**config.mk**
```make
export PLATFORM = sky130hd
export DESIGN_NAME = dwu_top
export DESIGN_NICKNAME = d
export VERILOG_FILES = /design/src/rtl/dwu_pkg.sv /design/src/rtl/dwu_ind_watchdog.sv /design/src/rtl/dwu_top.sv
export SDC_FILE = /design/constraint.sdc
export NUM_CORES = 1
export LEC_CHECK = 0
export BUFFER_PORTS_ARGS = -buffer_cell sky130_fd_sc_hd__buf_2
export CAP_MARGIN = 5
export CORE_ASPECT_RATIO = 0.9
export CORE_MARGIN = 2
export CORE_UTILIZATION = 35
export DETAILED_ROUTE_END_ITERATION = 7
export GPL_ROUTABILITY_DRIVEN = 0
export PLACE_DENSITY_LB_ADDON = 0.08
export SLEW_MARGIN = 15
export SYNTH_ARGS = -nofsm -noshare
export SYNTH_HDL_FRONTEND = slang
export SYNTH_HIERARCHICAL = 1
export SYNTH_SLANG_ARGS = --single-unit
export TNS_END_PERCENT = 5
```
**constraint.sdc**
```tcl
create_clock -name i_ref_clk -period 4.1 [get_ports i_ref_clk]
set_input_delay 0.205 -clock i_ref_clk [delete_from_list [all_inputs] [get_ports i_ref_clk]]
set_output_delay 0.205 -clock i_ref_clk [all_outputs]
set_load 0.03 [all_outputs]
```
**src/rtl/dwu_pkg.sv**
```systemverilog
// Shared constants of the dual watchdog unit
package dwu_pkg;

	////////////////////////////////////////////////////////////////////////////////
	// Independent watchdog
	localparam int unsigned        IND_PRE_W         = 8;
	localparam int unsigned        IND_CNT_W         = 12;
	localparam int unsigned        IND_PSEL_W        = 3;
	localparam logic [IND_PSEL_W-1:0] IND_PSEL_MAX   = 3'h6;
	localparam logic [IND_PRE_W-1:0]  IND_PRE_BASE   = 8'h04;
	localparam logic [IND_CNT_W-1:0]  IND_RELOAD_RST = 12'hfff;
	localparam logic [IND_CNT_W-1:0]  IND_WINDOW_RST = 12'hfff;
	localparam logic [IND_CNT_W-1:0]  IND_CNT_ZERO   = 12'h000;
	localparam logic [IND_PRE_W-1:0]  IND_PRE_ZERO   = 8'h00;
	localparam logic [IND_PRE_W-1:0]  IND_PRE_ONE    = 8'h01;
	localparam logic [IND_CNT_W-1:0]  IND_CNT_ONE    = 12'h001;

	////////////////////////////////////////////////////////////////////////////////
	// Window watchdog
	localparam int unsigned        WIN_CNT_W         = 7;
	localparam int unsigned        WIN_DIV_W         = 16;
	localparam int unsigned        WIN_TB_W          = 2;
	localparam int unsigned        WIN_BASE_DIV      = 4096;
	localparam int unsigned        WIN_T6_BIT        = 6;
	localparam logic [WIN_CNT_W-1:0] WIN_CNT_RST     = 7'h7f;
	localparam logic [WIN_CNT_W-1:0] WIN_WINDOW_RST  = 7'h7f;
	localparam logic [WIN_CNT_W-1:0] WIN_EWI_VAL     = 7'h40;
	localparam logic [WIN_CNT_W-1:0] WIN_CNT_ONE     = 7'h01;
	localparam logic [WIN_DIV_W-1:0] WIN_DIV_ZERO    = 16'h0000;
	localparam logic [WIN_DIV_W-1:0] WIN_DIV_ONE     = 16'h0001;

	////////////////////////////////////////////////////////////////////////////////
	// Pin synchroniser depth plus one stage for edge detection
	localparam int unsigned        SYNC_W            = 3;

endpackage

```
**src/rtl/dwu_ind_watchdog.sv**
```systemverilog
// Independent watchdog: prescaler and downcounter ticked by the sampled RC clock
`timescale 1ns/1ps
module dwu_ind_watchdog
	import dwu_pkg::*;
(
	input  wire logic                  i_ref_clk,
	input  wire logic                  i_rst,
	input  wire logic                  i_tick,
	input  wire logic                  i_hw_opt,
	input  wire logic                  i_start,
	input  wire logic                  i_refresh,
	input  wire logic [IND_PSEL_W-1:0] i_prescale,
	input  wire logic [IND_CNT_W-1:0]  i_reload,
	input  wire logic [IND_CNT_W-1:0]  i_window,
	input  wire logic                  i_freeze,
	output logic [IND_CNT_W-1:0]       o_count,
	output logic                       o_running,
	output logic                       o_expire,
	output logic                       o_early
);
	import dwu_pkg::*;

	typedef struct packed {
		logic [IND_PRE_W-1:0] pre;
		logic [IND_CNT_W-1:0] cnt;
		logic                 running;
		logic                 expire;
		logic                 early;
	} dwu_ind_state_t;

	dwu_ind_state_t s;
	dwu_ind_state_t next_s;
	logic [IND_PRE_W-1:0] pre_limit;
	logic [IND_PSEL_W-1:0] psel;

	////////////////////////////////////////////////////////////////////////////////
	always_comb begin
		next_s = s;
		next_s.expire = 1'b0;
		next_s.early = 1'b0;
		// Out-of-range selections saturate at the slowest division
		psel = (i_prescale > IND_PSEL_MAX) ? IND_PSEL_MAX : i_prescale;
		// One spare bit keeps the divide-by-256 setting from wrapping to zero
		pre_limit = IND_PRE_W'(({1'b0, IND_PRE_BASE} << psel) - {1'b0, IND_PRE_ONE});
		if (!s.running) begin
			// Option strap starts it by itself; software start otherwise
			if (i_hw_opt || i_start) begin
				next_s.running = 1'b1;
				next_s.cnt = i_reload;
				next_s.pre = IND_PRE_ZERO;
			end
		end else if (i_refresh) begin
			// Refresh above the window is refused and flagged
			if (s.cnt > i_window) begin
				next_s.early = 1'b1;
			end else begin
				next_s.cnt = i_reload;
				next_s.pre = IND_PRE_ZERO;
			end
		end else if (i_tick && !i_freeze) begin
			if (s.pre >= pre_limit) begin
				next_s.pre = IND_PRE_ZERO;
				if (s.cnt == IND_CNT_ZERO) begin
					next_s.expire = 1'b1;
					next_s.cnt = i_reload;
				end else begin
					next_s.cnt = s.cnt - IND_CNT_ONE;
				end
			end else begin
				next_s.pre = s.pre + IND_PRE_ONE;
			end
		end
	end

	always_ff @(posedge i_ref_clk) begin
		if (i_rst) begin
			s <= '{pre: IND_PRE_ZERO, cnt: IND_RELOAD_RST, running: 1'b0, expire: 1'b0, early: 1'b0};
		end else begin
			s <= next_s;
		end
	end

	assign o_count   = s.cnt;
	assign o_running = s.running;
	assign o_expire  = s.expire;
	assign o_early   = s.early;

endmodule // dwu_ind_watchdog

```
**src/rtl/dwu_top.sv**
```systemverilog
// Dual watchdog unit: independent watchdog on the RC clock and window watchdog on the bus clock
// Notes on behaviour
// - independent: 8-bit prescaler feeding 12-bit downcounter
// - independent refresh accepted only inside window
// - independent counts from separate 40 kHz RC
// - independent keeps counting in stop, standby
// - independent expiry resets device in watchdog use
// - independent usable as free-running timeout timer
// - option strap selects hardware or software start
// - each watchdog freezable during debug halt
// - window watchdog: 7-bit downcounter, may free-run
// - window watchdog resets on wrong servicing
// - window watchdog counts from peripheral bus clock
// - window watchdog early-warning interrupt before reset
`timescale 1ns/1ps
module dwu_top
	import dwu_pkg::*;
#(
	parameter int unsigned WIN_BASE_DIV_P = WIN_BASE_DIV
) (
	// Clock, reset and pins
	input  wire logic                   i_ref_clk,
	input  wire logic                   i_rst,
	input  wire logic                   i_lsi_clk,
	input  wire logic                   i_low_power,
	input  wire logic                   i_dbg_halt,
	// Independent watchdog control
	input  wire logic                   i_ind_hw_opt,
	input  wire logic                   i_ind_start,
	input  wire logic                   i_ind_refresh,
	input  wire logic [IND_PSEL_W-1:0]  i_ind_prescale,
	input  wire logic [IND_CNT_W-1:0]   i_ind_reload,
	input  wire logic [IND_CNT_W-1:0]   i_ind_window,
	input  wire logic                   i_ind_timer_mode,
	input  wire logic                   i_ind_timeout_clr,
	input  wire logic                   i_ind_dbg_freeze,
	// Window watchdog control
	input  wire logic                   i_win_write,
	input  wire logic [WIN_CNT_W-1:0]   i_win_wdata,
	input  wire logic                   i_win_activate,
	input  wire logic [WIN_CNT_W-1:0]   i_win_window,
	input  wire logic [WIN_TB_W-1:0]    i_win_tb,
	input  wire logic                   i_win_ewi_en,
	input  wire logic                   i_win_ewi_clr,
	input  wire logic                   i_win_dbg_freeze,
	// Counters, flags and reset request
	output logic [IND_CNT_W-1:0]        o_ind_count,
	output logic                        o_ind_running,
	output logic                        o_ind_timeout,
	output logic [WIN_CNT_W-1:0]        o_win_count,
	output logic                        o_win_active,
	output logic                        o_win_ewi,
	output logic                        o_sys_reset_req,
	output logic                        o_ind_reset_flag,
	output logic                        o_win_reset_flag
);
	import dwu_pkg::*;

	typedef struct packed {
		logic [SYNC_W-1:0]    lsi_sync;
		logic [WIN_DIV_W-1:0] win_pre;
		logic [WIN_CNT_W-1:0] win_cnt;
		logic                 win_active;
		logic                 win_ewi;
		logic                 ind_timeout;
		logic                 sys_rst;
		logic                 ind_rst_flag;
		logic                 win_rst_flag;
	} dwu_top_state_t;

	dwu_top_state_t s;
	dwu_top_state_t next_s;

	logic                 lsi_tick;
	logic                 ind_expire;
	logic                 ind_early;
	logic                 ind_armed;
	logic                 ind_fault;
	logic                 win_fault;
	logic                 win_hold;
	logic                 win_step;
	logic [WIN_DIV_W-1:0] win_limit;
	logic [WIN_CNT_W-1:0] win_dec;

	////////////////////////////////////////////////////////////////////////////////
	// The RC clock is foreign to i_ref_clk, so it is sampled and edge detected.
	// The 50 MHz reference oversamples 40 kHz by far, so no RC edge is lost.
	// An RC clock already high at reset release yields one early tick;
	// that shortens only the first span, by a single tick at most.
	assign lsi_tick = s.lsi_sync[1] & ~s.lsi_sync[2];

	// Debug freeze of the independent counter is gated here, next to the halt input
	dwu_ind_watchdog u_ind (
		.i_ref_clk  (i_ref_clk),
		.i_rst      (i_rst),
		.i_tick     (lsi_tick),
		.i_hw_opt   (i_ind_hw_opt),
		.i_start    (i_ind_start),
		.i_refresh  (i_ind_refresh),
		.i_prescale (i_ind_prescale),
		.i_reload   (i_ind_reload),
		.i_window   (i_ind_window),
		.i_freeze   (i_dbg_halt & i_ind_dbg_freeze),
		.o_count    (o_ind_count),
		.o_running  (o_ind_running),
		.o_expire   (ind_expire),
		.o_early    (ind_early)
	);

	////////////////////////////////////////////////////////////////////////////////
	// Independent watchdog fault: expiry or a refused refresh, unless used as timer
	// The hardware strap forces watchdog use, so timer mode cannot disarm it
	assign ind_armed = i_ind_hw_opt | ~i_ind_timer_mode;
	assign ind_fault = (ind_expire | ind_early) & ind_armed;

	// Window watchdog prescaler runs from the bus clock; bus clock stops in low power
	// Debug freeze and low power both stop the bus-clock prescaler
	assign win_hold  = i_low_power || (i_dbg_halt && i_win_dbg_freeze);
	// Limit is cut to the prescaler width; the largest time base still fits
	assign win_limit = WIN_DIV_W'((WIN_BASE_DIV_P << i_win_tb) - 1);
	assign win_step  = (s.win_pre >= win_limit) && !win_hold;
	assign win_dec   = s.win_cnt - WIN_CNT_ONE;

	always_comb begin
		next_s = s;
		win_fault = 1'b0;
		next_s.sys_rst = 1'b0;
		next_s.lsi_sync = {s.lsi_sync[SYNC_W-2:0], i_lsi_clk};

		////////////////////////////////////////////////////////////////////////////////
		// Window watchdog counter
		// A write wins over a step in the same cycle
		if (!win_hold) begin
			next_s.win_pre = win_step ? WIN_DIV_ZERO : s.win_pre + WIN_DIV_ONE;
		end
		if (i_win_activate) begin
			next_s.win_active = 1'b1;
		end
		if (i_win_write) begin
			// A write above the window is too early; loading T6 clear trips at once
			if (s.win_active && (s.win_cnt > i_win_window)) begin
				// Refused write leaves the counter as it was
				win_fault = 1'b1;
			end else begin
				next_s.win_cnt = i_win_wdata;
				// Prescaler restarts so an accepted write gets a full step
				next_s.win_pre = WIN_DIV_ZERO;
				if ((s.win_active || i_win_activate) && !i_win_wdata[WIN_T6_BIT]) begin
					win_fault = 1'b1;
				end
			end
		end else if (win_step) begin
			// Counter free-runs even when not activated
			next_s.win_cnt = win_dec;
			if (s.win_active && (s.win_cnt == WIN_EWI_VAL)) begin
				win_fault = 1'b1;
			end
		end

		////////////////////////////////////////////////////////////////////////////////
		// Early warning flag: set wins over clear
		if (i_win_ewi_clr) begin
			next_s.win_ewi = 1'b0;
		end
		if (win_step && !i_win_write && i_win_ewi_en && (win_dec == WIN_EWI_VAL)) begin
			next_s.win_ewi = 1'b1;
		end

		////////////////////////////////////////////////////////////////////////////////
		// Timeout flag of the independent watchdog in timer use: set wins over clear
		if (i_ind_timeout_clr) begin
			next_s.ind_timeout = 1'b0;
		end
		if (ind_expire && !ind_armed) begin
			next_s.ind_timeout = 1'b1;
		end

		////////////////////////////////////////////////////////////////////////////////
		// System reset request and cause flags; flags clear only on i_rst
		// Request is one cycle wide; the reset controller must catch it on this clock
		if (ind_fault) begin
			next_s.sys_rst = 1'b1;
			next_s.ind_rst_flag = 1'b1;
		end
		if (win_fault) begin
			next_s.sys_rst = 1'b1;
			next_s.win_rst_flag = 1'b1;
		end
	end

	////////////////////////////////////////////////////////////////////////////////
	// State register; i_rst is synchronous to i_ref_clk
	always_ff @(posedge i_ref_clk) begin
		if (i_rst) begin
			s <= '{
				lsi_sync:     '0,
				win_pre:      WIN_DIV_ZERO,
				win_cnt:      WIN_CNT_RST,
				win_active:   1'b0,
				win_ewi:      1'b0,
				ind_timeout:  1'b0,
				sys_rst:      1'b0,
				ind_rst_flag: 1'b0,
				win_rst_flag: 1'b0
			};
		end else begin
			s <= next_s;
		end
	end

	////////////////////////////////////////////////////////////////////////////////
	assign o_ind_timeout    = s.ind_timeout;
	assign o_win_count      = s.win_cnt;
	assign o_win_active     = s.win_active;
	assign o_win_ewi        = s.win_ewi;
	assign o_sys_reset_req  = s.sys_rst;
	assign o_ind_reset_flag = s.ind_rst_flag;
	assign o_win_reset_flag = s.win_rst_flag;

endmodule // dwu_top

```
**Yosys cells after proc, flatten, opt, wreduce, memory -nomap -nowiden**

Index checks and enable logic that the tools add are counted.

- Add/sub/neg operators: 6
- $lt $le $gt $ge: 5
- Equal/unequal tests: 6
- Shift operators: 2
- Mux-type cells: 29
- Bitwise logic cells: 11
- Reduce and logical (&&, ||, !) cells: 28

Operators by type and width:

| cell | count |
|---|---|
| $mux 20 | 4 |
| $mux 16 | 3 |
| $mux 12 | 2 |
| $mux 23 | 1 |
| $mux 21 | 1 |
| $add 16x1->16 const B | 1 |
| $ge 16x16->1 | 1 |
| $shl 13x2->16 const A | 1 |
| $sub 16x1->16 const B | 1 |
| $eq 7x7->1 const B | 2 |
| $mux 7 | 2 |
| $mux 1 | 13 |
| $gt 12x12->1 | 1 |
| $logic_not 12->1 | 1 |
| $sub 12x1->12 const B | 1 |
| $logic_and 1x1->1 | 10 |
| $ne 3x3->1 const B | 3 |
| $add 8x1->8 const B | 1 |
| $ge 8x8->1 | 1 |
| $mux 8 | 1 |
| $reduce_bool 2->1 | 4 |
| $shl 3x3->8 const A | 1 |
| $sub 8x1->8 const B | 1 |
| $gt 7x7->1 | 1 |
| 15 further kinds | 29 |

- Register bits after elaboration: 55
- Input port bits: 59
- Output and inout bits: 26
- Logic and storage cells: 101

**Depth between registers and ports, before layout**

Gate-level depths: netlist of the first run.

- Depth in word-level cells: 9
- Gate-level depth with buffers: 9
- Gate-level depth less buffers: 8

**Cells and area by module**

Netlist of the first run, hierarchy kept.

Modules (own cells, without submodules):

| module | times used | cells each | area each (um2) |
|---|---|---|---|
| dwu_top | 1 | 231 | 1964.4 |
| dwu_ind_watchdog | 1 | 247 | 1946.9 |

**Worst setup path before layout of the first run**

OpenSTA, ideal clock, no wires.

- Path kind: register -> register
- Start: register u_ind.s (netlist bit u_ind/o_count[3])
- End: register u_ind.s (netlist bit u_ind/o_count[5])
- Library setup time: 0.120 ns
- Arrival: 2.047 ns
- Data required time: 3.980 ns
- Path slack: 1.933 ns
- Cell stages (with the launch flop): 8
- Buffers on the path: 1
- Period minus slack after synthesis: 2.167 ns
- Cell sequence: dfxtp_1 -> ha_1 -> a21oi_1 -> a211oi_1 -> o41ai_2 -> nand2b_1 -> buf_2 -> o31a_1

- Longest elaborated chain between the ends: 6
- Elaborated cells on any way between the ends: 10
- Classes of those cells: add/sub (1); order compare (1); eq/ne (1); mux (5); reduce/logical (2)

Ends and longest elaborated chain:

| what | RTL line | text |
|---|---|---|
| start, declared | dwu_ind_watchdog.sv:31 | `dwu_ind_state_t s;` |
| start signal, assigned | dwu_ind_watchdog.sv:77 | `s <= '{pre: IND_PRE_ZERO, cnt: IND_RELOAD_RST, running: 1'b0, expire: 1'b0, early: 1'b0};` |
| start signal, assigned | dwu_ind_watchdog.sv:79 | `s <= next_s;` |
| $sub 12x1->12 / $logic_not 12->1 (equally long branches) | dwu_ind_watchdog.sv:67, dwu_ind_watchdog.sv:63 |  |
| $mux 12 | dwu_ind_watchdog.sv:63 | `if (s.cnt == IND_CNT_ZERO) begin` |
| $mux 12 | dwu_ind_watchdog.sv:61 | `if (s.pre >= pre_limit) begin` |
| $mux 20 | dwu_ind_watchdog.sv:60 | `end else if (i_tick && !i_freeze) begin` |
| $mux 20 | dwu_ind_watchdog.sv:52 | `end else if (i_refresh) begin` |
| $mux 20 | dwu_ind_watchdog.sv:45 | `if (!s.running) begin` |

Parallel ways exist; a longest one is shown, timed or not. The select of a mux whose other input is x is not followed.
A chain may end at the register's enable or synchronous reset.

**Final worst setup path of the first run**

- Start: register u_ind.s (netlist bit u_ind/o_count[3])
- End: register u_ind.s (netlist bit u_ind/o_count[0])

- Longest elaborated chain between the ends: 6
- Elaborated cells on any way between the ends: 9
- Classes of those cells: order compare (1); eq/ne (1); mux (5); reduce/logical (2)

Ends and longest elaborated chain:

| what |
|---|
| parallel branches: the longest is 6 deep, another holds $gt 12x12->1 |

Parallel ways; which one is timed is not known. The select of a mux whose other input is x is not followed.

==> results of run 1 <==
layer usage:
| metal | vias to the layer above | part of all wire |
|---|---|---|
| li1 | 1833 | - |
| met1 | 1672 | 0.51 |
| met2 | 95 | 0.44 |
| met3 | 2 | 0.047 |
| met4 | 0 | 0.0042 |
| met5 | - | 0 |
worst reg2reg max path, cell delays in order (launching register included):
cell	delay, ns
dfxtp_1	0.52
ha_1	0.34
a21oi_1	0.20
a211oi_1	0.13
o41ai_2	0.70
nand2b_1	0.49
o311ai_1	0.42
worst paths after layout:
path                                        from                to
worst max register to register  u_ind/o_count[3]  u_ind/o_count[0]
worst min-delay path              i_win_activate      o_win_active
worst min register to register        next_s[30]        next_s[31]
worst max-delay path            u_ind/o_count[3]  u_ind/o_count[0]
registers in the layout (all words and copies together), names as in the netlist:
signal            flops
s                    17
u_ind/o_count        12
u_ind/s               8
o_win_count           7
next_s                2
o_ind_reset_flag      1
o_ind_timeout         1
o_sys_reset_req       1
o_win_active          1
o_win_ewi             1
o_win_reset_flag      1
u_ind/o_early         1
u_ind/o_expire        1
u_ind/o_running       1
layout by cell type (no fill, tap or decap), types with 12 or more instances in the layout:
cell,count
nand3_1,14
dfxtp_1,55
nand4_1,13
inv_1,33
nor3_1,13
nand2_1,25
ha_1,35
a21oi_1,36
o21ai_0,12
nor2_1,53
buf_2,84
logic make-up (layout without fill, tap and decap cells):
group           Yosys count  in the layout  share of synthesized area
fa+ha+maj                35             35                      0.112
compound gates          119            119                      0.222
mux                       4              4                     0.0102
flops                    55             55                      0.282
other cells               1              1                   0.000959
simple gates            175            175                      0.236
xor+xnor                 22             22                     0.0493
buf+inv                  67            126                     0.0883
area by class of cell:
class	instances	area [sq um]	area share
multi-input combinational	356	2460	0.553
sequential	55	1100	0.247
timing repair buffer	85	428	0.0960
tap	152	190	0.0426
clock buffer	5	125	0.0281
inverter	33	124	0.0278
clock inverter	3	26.3	0.00589
stage by stage:
stage | total power [mW] | hold slack [ns] | util | setup WS (ns)
floorplan | 0.864 | 0.328 | - | 1.93
global placement | 0.945 | 0.425 | 0.397 | 1.29
detailed placement | 0.950 | 0.424 | 0.397 | 1.23
CTS | 1.41 | 0.130 | 0.411 | 1.20
global route | 1.47 | 0.156 | 0.411 | 0.935
finish | 1.38 | 0.136 | 0.411 | 1.20
report_power, final:
group          switching (mW)  internal (mW)
Sequential             0.0467          0.561
Combinational           0.200          0.127
Clock                   0.214          0.233
==> results by group, run 1 <==
Synth
  • Most frequent cells after synthesis: 55 x dfxtp_1, 53 x nor2_1, 36 x a21oi_1
  • Synth warn: 6
  • Async SR Flop Fraction: 0
  • Post-Syn Instances: 478
  • Ys flop type: dfxtp_1
  • Syn nets: 572
  • Synth top area share: 0.282
  • Post-synth cell types: 71
  • Synth Cell Area: 3910 sq um
  • Synthesized area per cell: about 8.2 sq um
  • #FFs+latches synth: 55
  • EDFF count, synth: 0
  • Sequential-to-total area share from yosys stat: 0.282
  • Area contributors post-synth: dfxtp_1 28%, ha_1 11%, nor2_1 5.1%, a21oi_1 4.6%, buf_4 3.6%
  • Top cell type by total area after synthesis: dfxtp_1
  • Most common cell in the netlist: dfxtp_1

Timing
  • Tightest Pin Transition: approximately 0.93 ns
  • Slew HR: 0.382
  • Fin. max-slew vios: 0
  • Setup violations, final: 0
  • Period utilization: 0.708
  • Post-Route Skew: 0.00863 ns
  • Setup TNS: 0 ns
  • Unrepaired setup endpoints after global routing: no
  • Fin. Hold Viols: 0
  • Fin crit period: between 2 and 3 ns
  • Fmax: 344 MHz

Clocking
  • Cts hold-fix bufs: 0
  • Bufs on Longest Clock Path: 2
  • CTS clk-pin slew, worst paths: 0.08 ns
  • CTS sink cnt: 55
  • CTS root buffer: clkbuf_16
  • Post-CTS Resized: 0
  • CTS tree: built
  • H-tree depth: 2
  • Cts bufs inserted: 5
  • Clk Latency, worst-skew pair: 0.30 ns
  • Setup bufs post-CTS: 0

Floorplanning
  • Placeable Area: 10900 sq um
  • Cell Rows: 36
  • Die Footprint: 12000 sq um
  • Die W: ~120 um
  • Die height: 104 um
  • Num ports: 85
  • Starting Density: 0.360

Critical path
  • CP bufs+invs: 0
  • Critical path depth: 6
  • CP Launch Type: register
  • Reg2reg path depth: 6
  • Req. time, crit path: around 4.3 ns
  • Slowest CP cell: o41ai_2
  • CP Cell Sequence: ha_1, a21oi_1, a211oi_1, o41ai_2, nand2b_1, o311ai_1
  • Crit end category: register
  • WS Path Type: register to register
  • Crit path largest cell delay: 0.70 ns
  • Critical-path maximum fanout: 11
  • WP data arrival: just over 3 ns
  • Crit path max-delay family: compound AO/OA/AOI/OAI gates
  • R2r setup slk: 1.20 ns

Power and ir drop
  • Pwr dens: 310 nW/um^2
  • Leakage power: 1.88 nW
  • Peak supply drop: 0.000155 V

Routing
  • Via count: 3602
  • DRC Markers: 0
  • Wire per inst: 14.6 um
  • Pre-antenna DRT Iters: 4
  • First-iteration detailed-routing DRC count: 236
  • DRT antenna net count: 0
  • Routed wire length: between 10000 and 15000 um
  • Via density: 5.23

Global routing
  • M2 GR Usage: 0.267
  • GRT Total Usage: 0.172
  • GRT Max-Usage Layer: met2
  • Pin count of the biggest net entering global routing: 42
  • Global-route wire length before repair: roughly 17000 um
  • Gr ovfl total: 0
  • M1 GR Usage: 0.254
  • Initial antenna violation count: 0
  • Met3 Track Usage GR: 0.0291
  • Vias in the first global route: 3455

Placed design
  • Number of I/O port buffers: 84
  • Placed cell area: approximately 4300 sq um
  • DP HPWL: 7570 um
  • Placed insts: 681

Cells and area
  • Diodes inserted: 0
  • Layout cells sized above 1: 0.212
  • Area Overhead vs Synth: 14.0%
  • # nets final: 630
  • # fillers: between 1000 and 1500
  • Cell area after layout: ~4500 sq um
  • Finished Layout Cells: 689

Outcome
  • Outcome: completed

Min path
  • Worst Hold Class: input port to register
  • Worst hold path depth: 3

Run
  • Max-cap check violation count: 0
Note: power is estimated with default switching activity, not from simulation.
==> inputs of run 2 (changes only) <==
clock period = 2.5 ns   (was 4.1 ns; I/O delays follow)
==> results by group, run 2 (synthesized netlist as in run 1, its figures left out) <==
Global routing
  • Initial antenna violation count: 0 (unchanged)
  • Vias in the first global route: 3463 (+0.23%)
  • Pin count of the biggest net entering global routing: 24 (-43%)
  • GRT Total Usage: 0.177 (+0.00442)
  • Global-route wire length before repair: 17100 um (+0.56%)
  • Gr ovfl total: 0 (unchanged)

Critical path
  • Crit end category: register
  • Req. time, crit path: 2.73 ns (-1.56 ns)
  • WP data arrival: 2.58 ns (-0.51 ns)
  • Critical-path maximum fanout: 16 (+5)
  • WS Path Type: register to register
  • R2R Path End: u_ind/s[20]
  • R2r setup slk: 0.15 ns (-1.05 ns)
  • Reg2reg path depth: 7 (+1)
  • CP Launch Type: register
  • Worst R2R Start: u_ind/o_count[1]

Floorplanning
  • Starting Density: 0.360 (unchanged)
  • Cell Rows: 36 (unchanged)
  • Num ports: 85 (unchanged)
  • Die Footprint: 12000 sq um (unchanged)
  • Placeable Area: 10900 sq um (unchanged)
  • Die height: 104 um (unchanged)
  • Die W: 115 um (unchanged)

Run
  • Max-cap check violation count: 0 (unchanged)

Timing
  • Fmax: 425 MHz (+24%)
  • Post-Route Skew: 0.00780 ns (-0.000831 ns)
  • Slew HR: 0.605 (+0.223)
  • Tightest Pin Transition: 0.593 ns (-0.335 ns)
  • Setup ws final: 0.149 ns (-1.05 ns)
  • Fin crit period: 2.35 ns (-0.553 ns)
  • Fin. Hold Viols: 0 (unchanged)
  • Period utilization: 0.940 (+0.232)
  • Worst hold slack: 0.0503 ns (-0.0854 ns)
  • Unrepaired setup endpoints after global routing: no
  • Setup violations, final: 0 (unchanged)
  • Fin. max-slew vios: 0 (unchanged)
  • Setup TNS: 0 ns (unchanged)

Clocking
  • CTS clk-pin slew, worst paths: 0.08 ns (about the same)
  • Cts bufs inserted: 5 (unchanged)
  • H-tree depth: 2 (unchanged)
  • Post-CTS Resized: 0 (unchanged)
  • CTS sink cnt: 55 (unchanged)
  • Cts hold-fix bufs: 0 (unchanged)
  • CTS root buffer: clkbuf_16
  • CTS tree: built
  • Bufs on Longest Clock Path: 2 (unchanged)
  • Clk Latency, worst-skew pair: 0.30 ns (about the same)
  • Setup bufs post-CTS: 0 (unchanged)

Cells and area
  • Register area: 1100 sq um (unchanged)
  • Final core utilization: 0.430 (+0.0189)
  • Layout cells sized above 1: 0.254 (+0.0413)
  • # nets final: 657 (+4.3%)
  • Leading cell type in the layout, fill and taps excluded: buf_2
  • Multi-input gate area: 2470 sq um (+0.20%)
  • Max reg flops: 17 (unchanged)
  • # fillers: 1109 (-1.7%)
  • Register name with the most flops: s
  • Diodes inserted: 0 (unchanged)
  • Most frequent cells in the layout: 84 x buf_2, 55 x dfxtp_1, 53 x nor2_1, 36 x a21oi_1, 35 x ha_1
  • Area Overhead vs Synth: 19.3%

Placed design
  • DP HPWL: 8350 um (+10%)
  • Worst slack at placement: 0.0945 ns (-1.14 ns)
  • Number of I/O port buffers: 84 (unchanged)

Min path
  • Worst hold path depth: 3 (unchanged)
  • Worst Hold Path EP: o_win_active
  • Min-delay src: i_win_activate
  • Worst Hold Class: input port to register

Outcome
  • Outcome: completed

Routing
  • Pre-antenna DRT Iters: 4 (unchanged)
  • First-iteration detailed-routing DRC count: 167 (-29%)
  • Via count: 3669 (+1.9%)
  • Wire per inst: 14.8 um (+1.3%)
  • DRC Markers: 0 (unchanged)
  • Via density: 5.12 (-2.0%)
  • DRT antenna net count: 0 (unchanged)
  • Routed wire length: 10600 um (+5.3%)

Power and ir drop
  • Pwr dens: 500 nW/um^2 (+61%)
  • Peak supply drop: 0.000259 V (+67%)
  • Leakage power: 2.01 nW (+6.9%)
## run 2: cell types whose count changed in the layout (fill, tap and decap cells not counted)
cell / before / now
inv_6: 2 / 0
o41a_1: 1 / 0
inv_8: 0 / 1
clkinvlp_4: 0 / 1
clkinv_2: 0 / 1
or4_1: 6 / 5
buf_4: 1 / 28
or4_4: 0 / 1
o41a_2: 0 / 1
clkinv_4: 1 / 0
## run 2: routing by layer
layer / track usage / vias up / share of wire
met5: 0 / - / 0
met4: 0.0473 / 0 / 0.011
met3: 0.0321 / 10 / 0.038
met2: 0.263 / 77 / 0.44
met1: 0.260 / 1692 / 0.51
li1: - / 1890 / -
## run 2: area by class of cell
type	instances	area share
Multi-Input combinational cell	356	0.530
Timing Repair Buffer	112	0.135
Tap cell	152	0.0408
Clock buffer	5	0.0268
Inverter	33	0.0266
Sequential cell	55	0.236
Clock inverter	3	0.00510
## run 2: report_power, final
group	internal, mW	switching (mW)	total [mW]
Combinational	0.259	0.389	0.648
Sequential	0.921	0.0363	0.957
Clock	0.378	0.350	0.728
Total	1.56	0.776	2.33
## run 2: worst max path at each step
stage | startpoint | endpoint | slack [ns] | cells past startpoint
finish | u_ind/o_count[1] | u_ind/s[20] | 0.15 | 7
global route | u_ind/s[20] | u_ind/o_count[8] | 0.02 | 8
CTS | u_ind/o_count[1] | u_ind/s[20] | 0.09 | 7
detailed placement | u_ind/o_count[1] | u_ind/s[20] | 0.09 | 7
global placement | u_ind/o_count[3] | u_ind/s[22] | 0.17 | 6
floorplan | u_ind/o_count[3] | u_ind/o_count[5] | 0.33 | 7
## run 2: metrics by stage
stage          total power [mW]  instances  area [sq um]
2_1_floorplan              1.42        478          3910
3_3_place_gp               1.62        708          4510
3_5_place_dp               1.62        708          4510
4_1_cts                    2.37        716          4660
5_1_grt                    2.47        716          4660
6_report                   2.33        716          4660
## run 2: worst max-delay path, stage by stage, from the launching register on
cell and delay (ns):
dfxtp_1 0.31, ha_1 0.28, nor2b_1 0.14, o211ai_2 0.14, a211oi_1 0.12, o41a_2 0.60, or4_1 0.55, a21oi_1 0.15
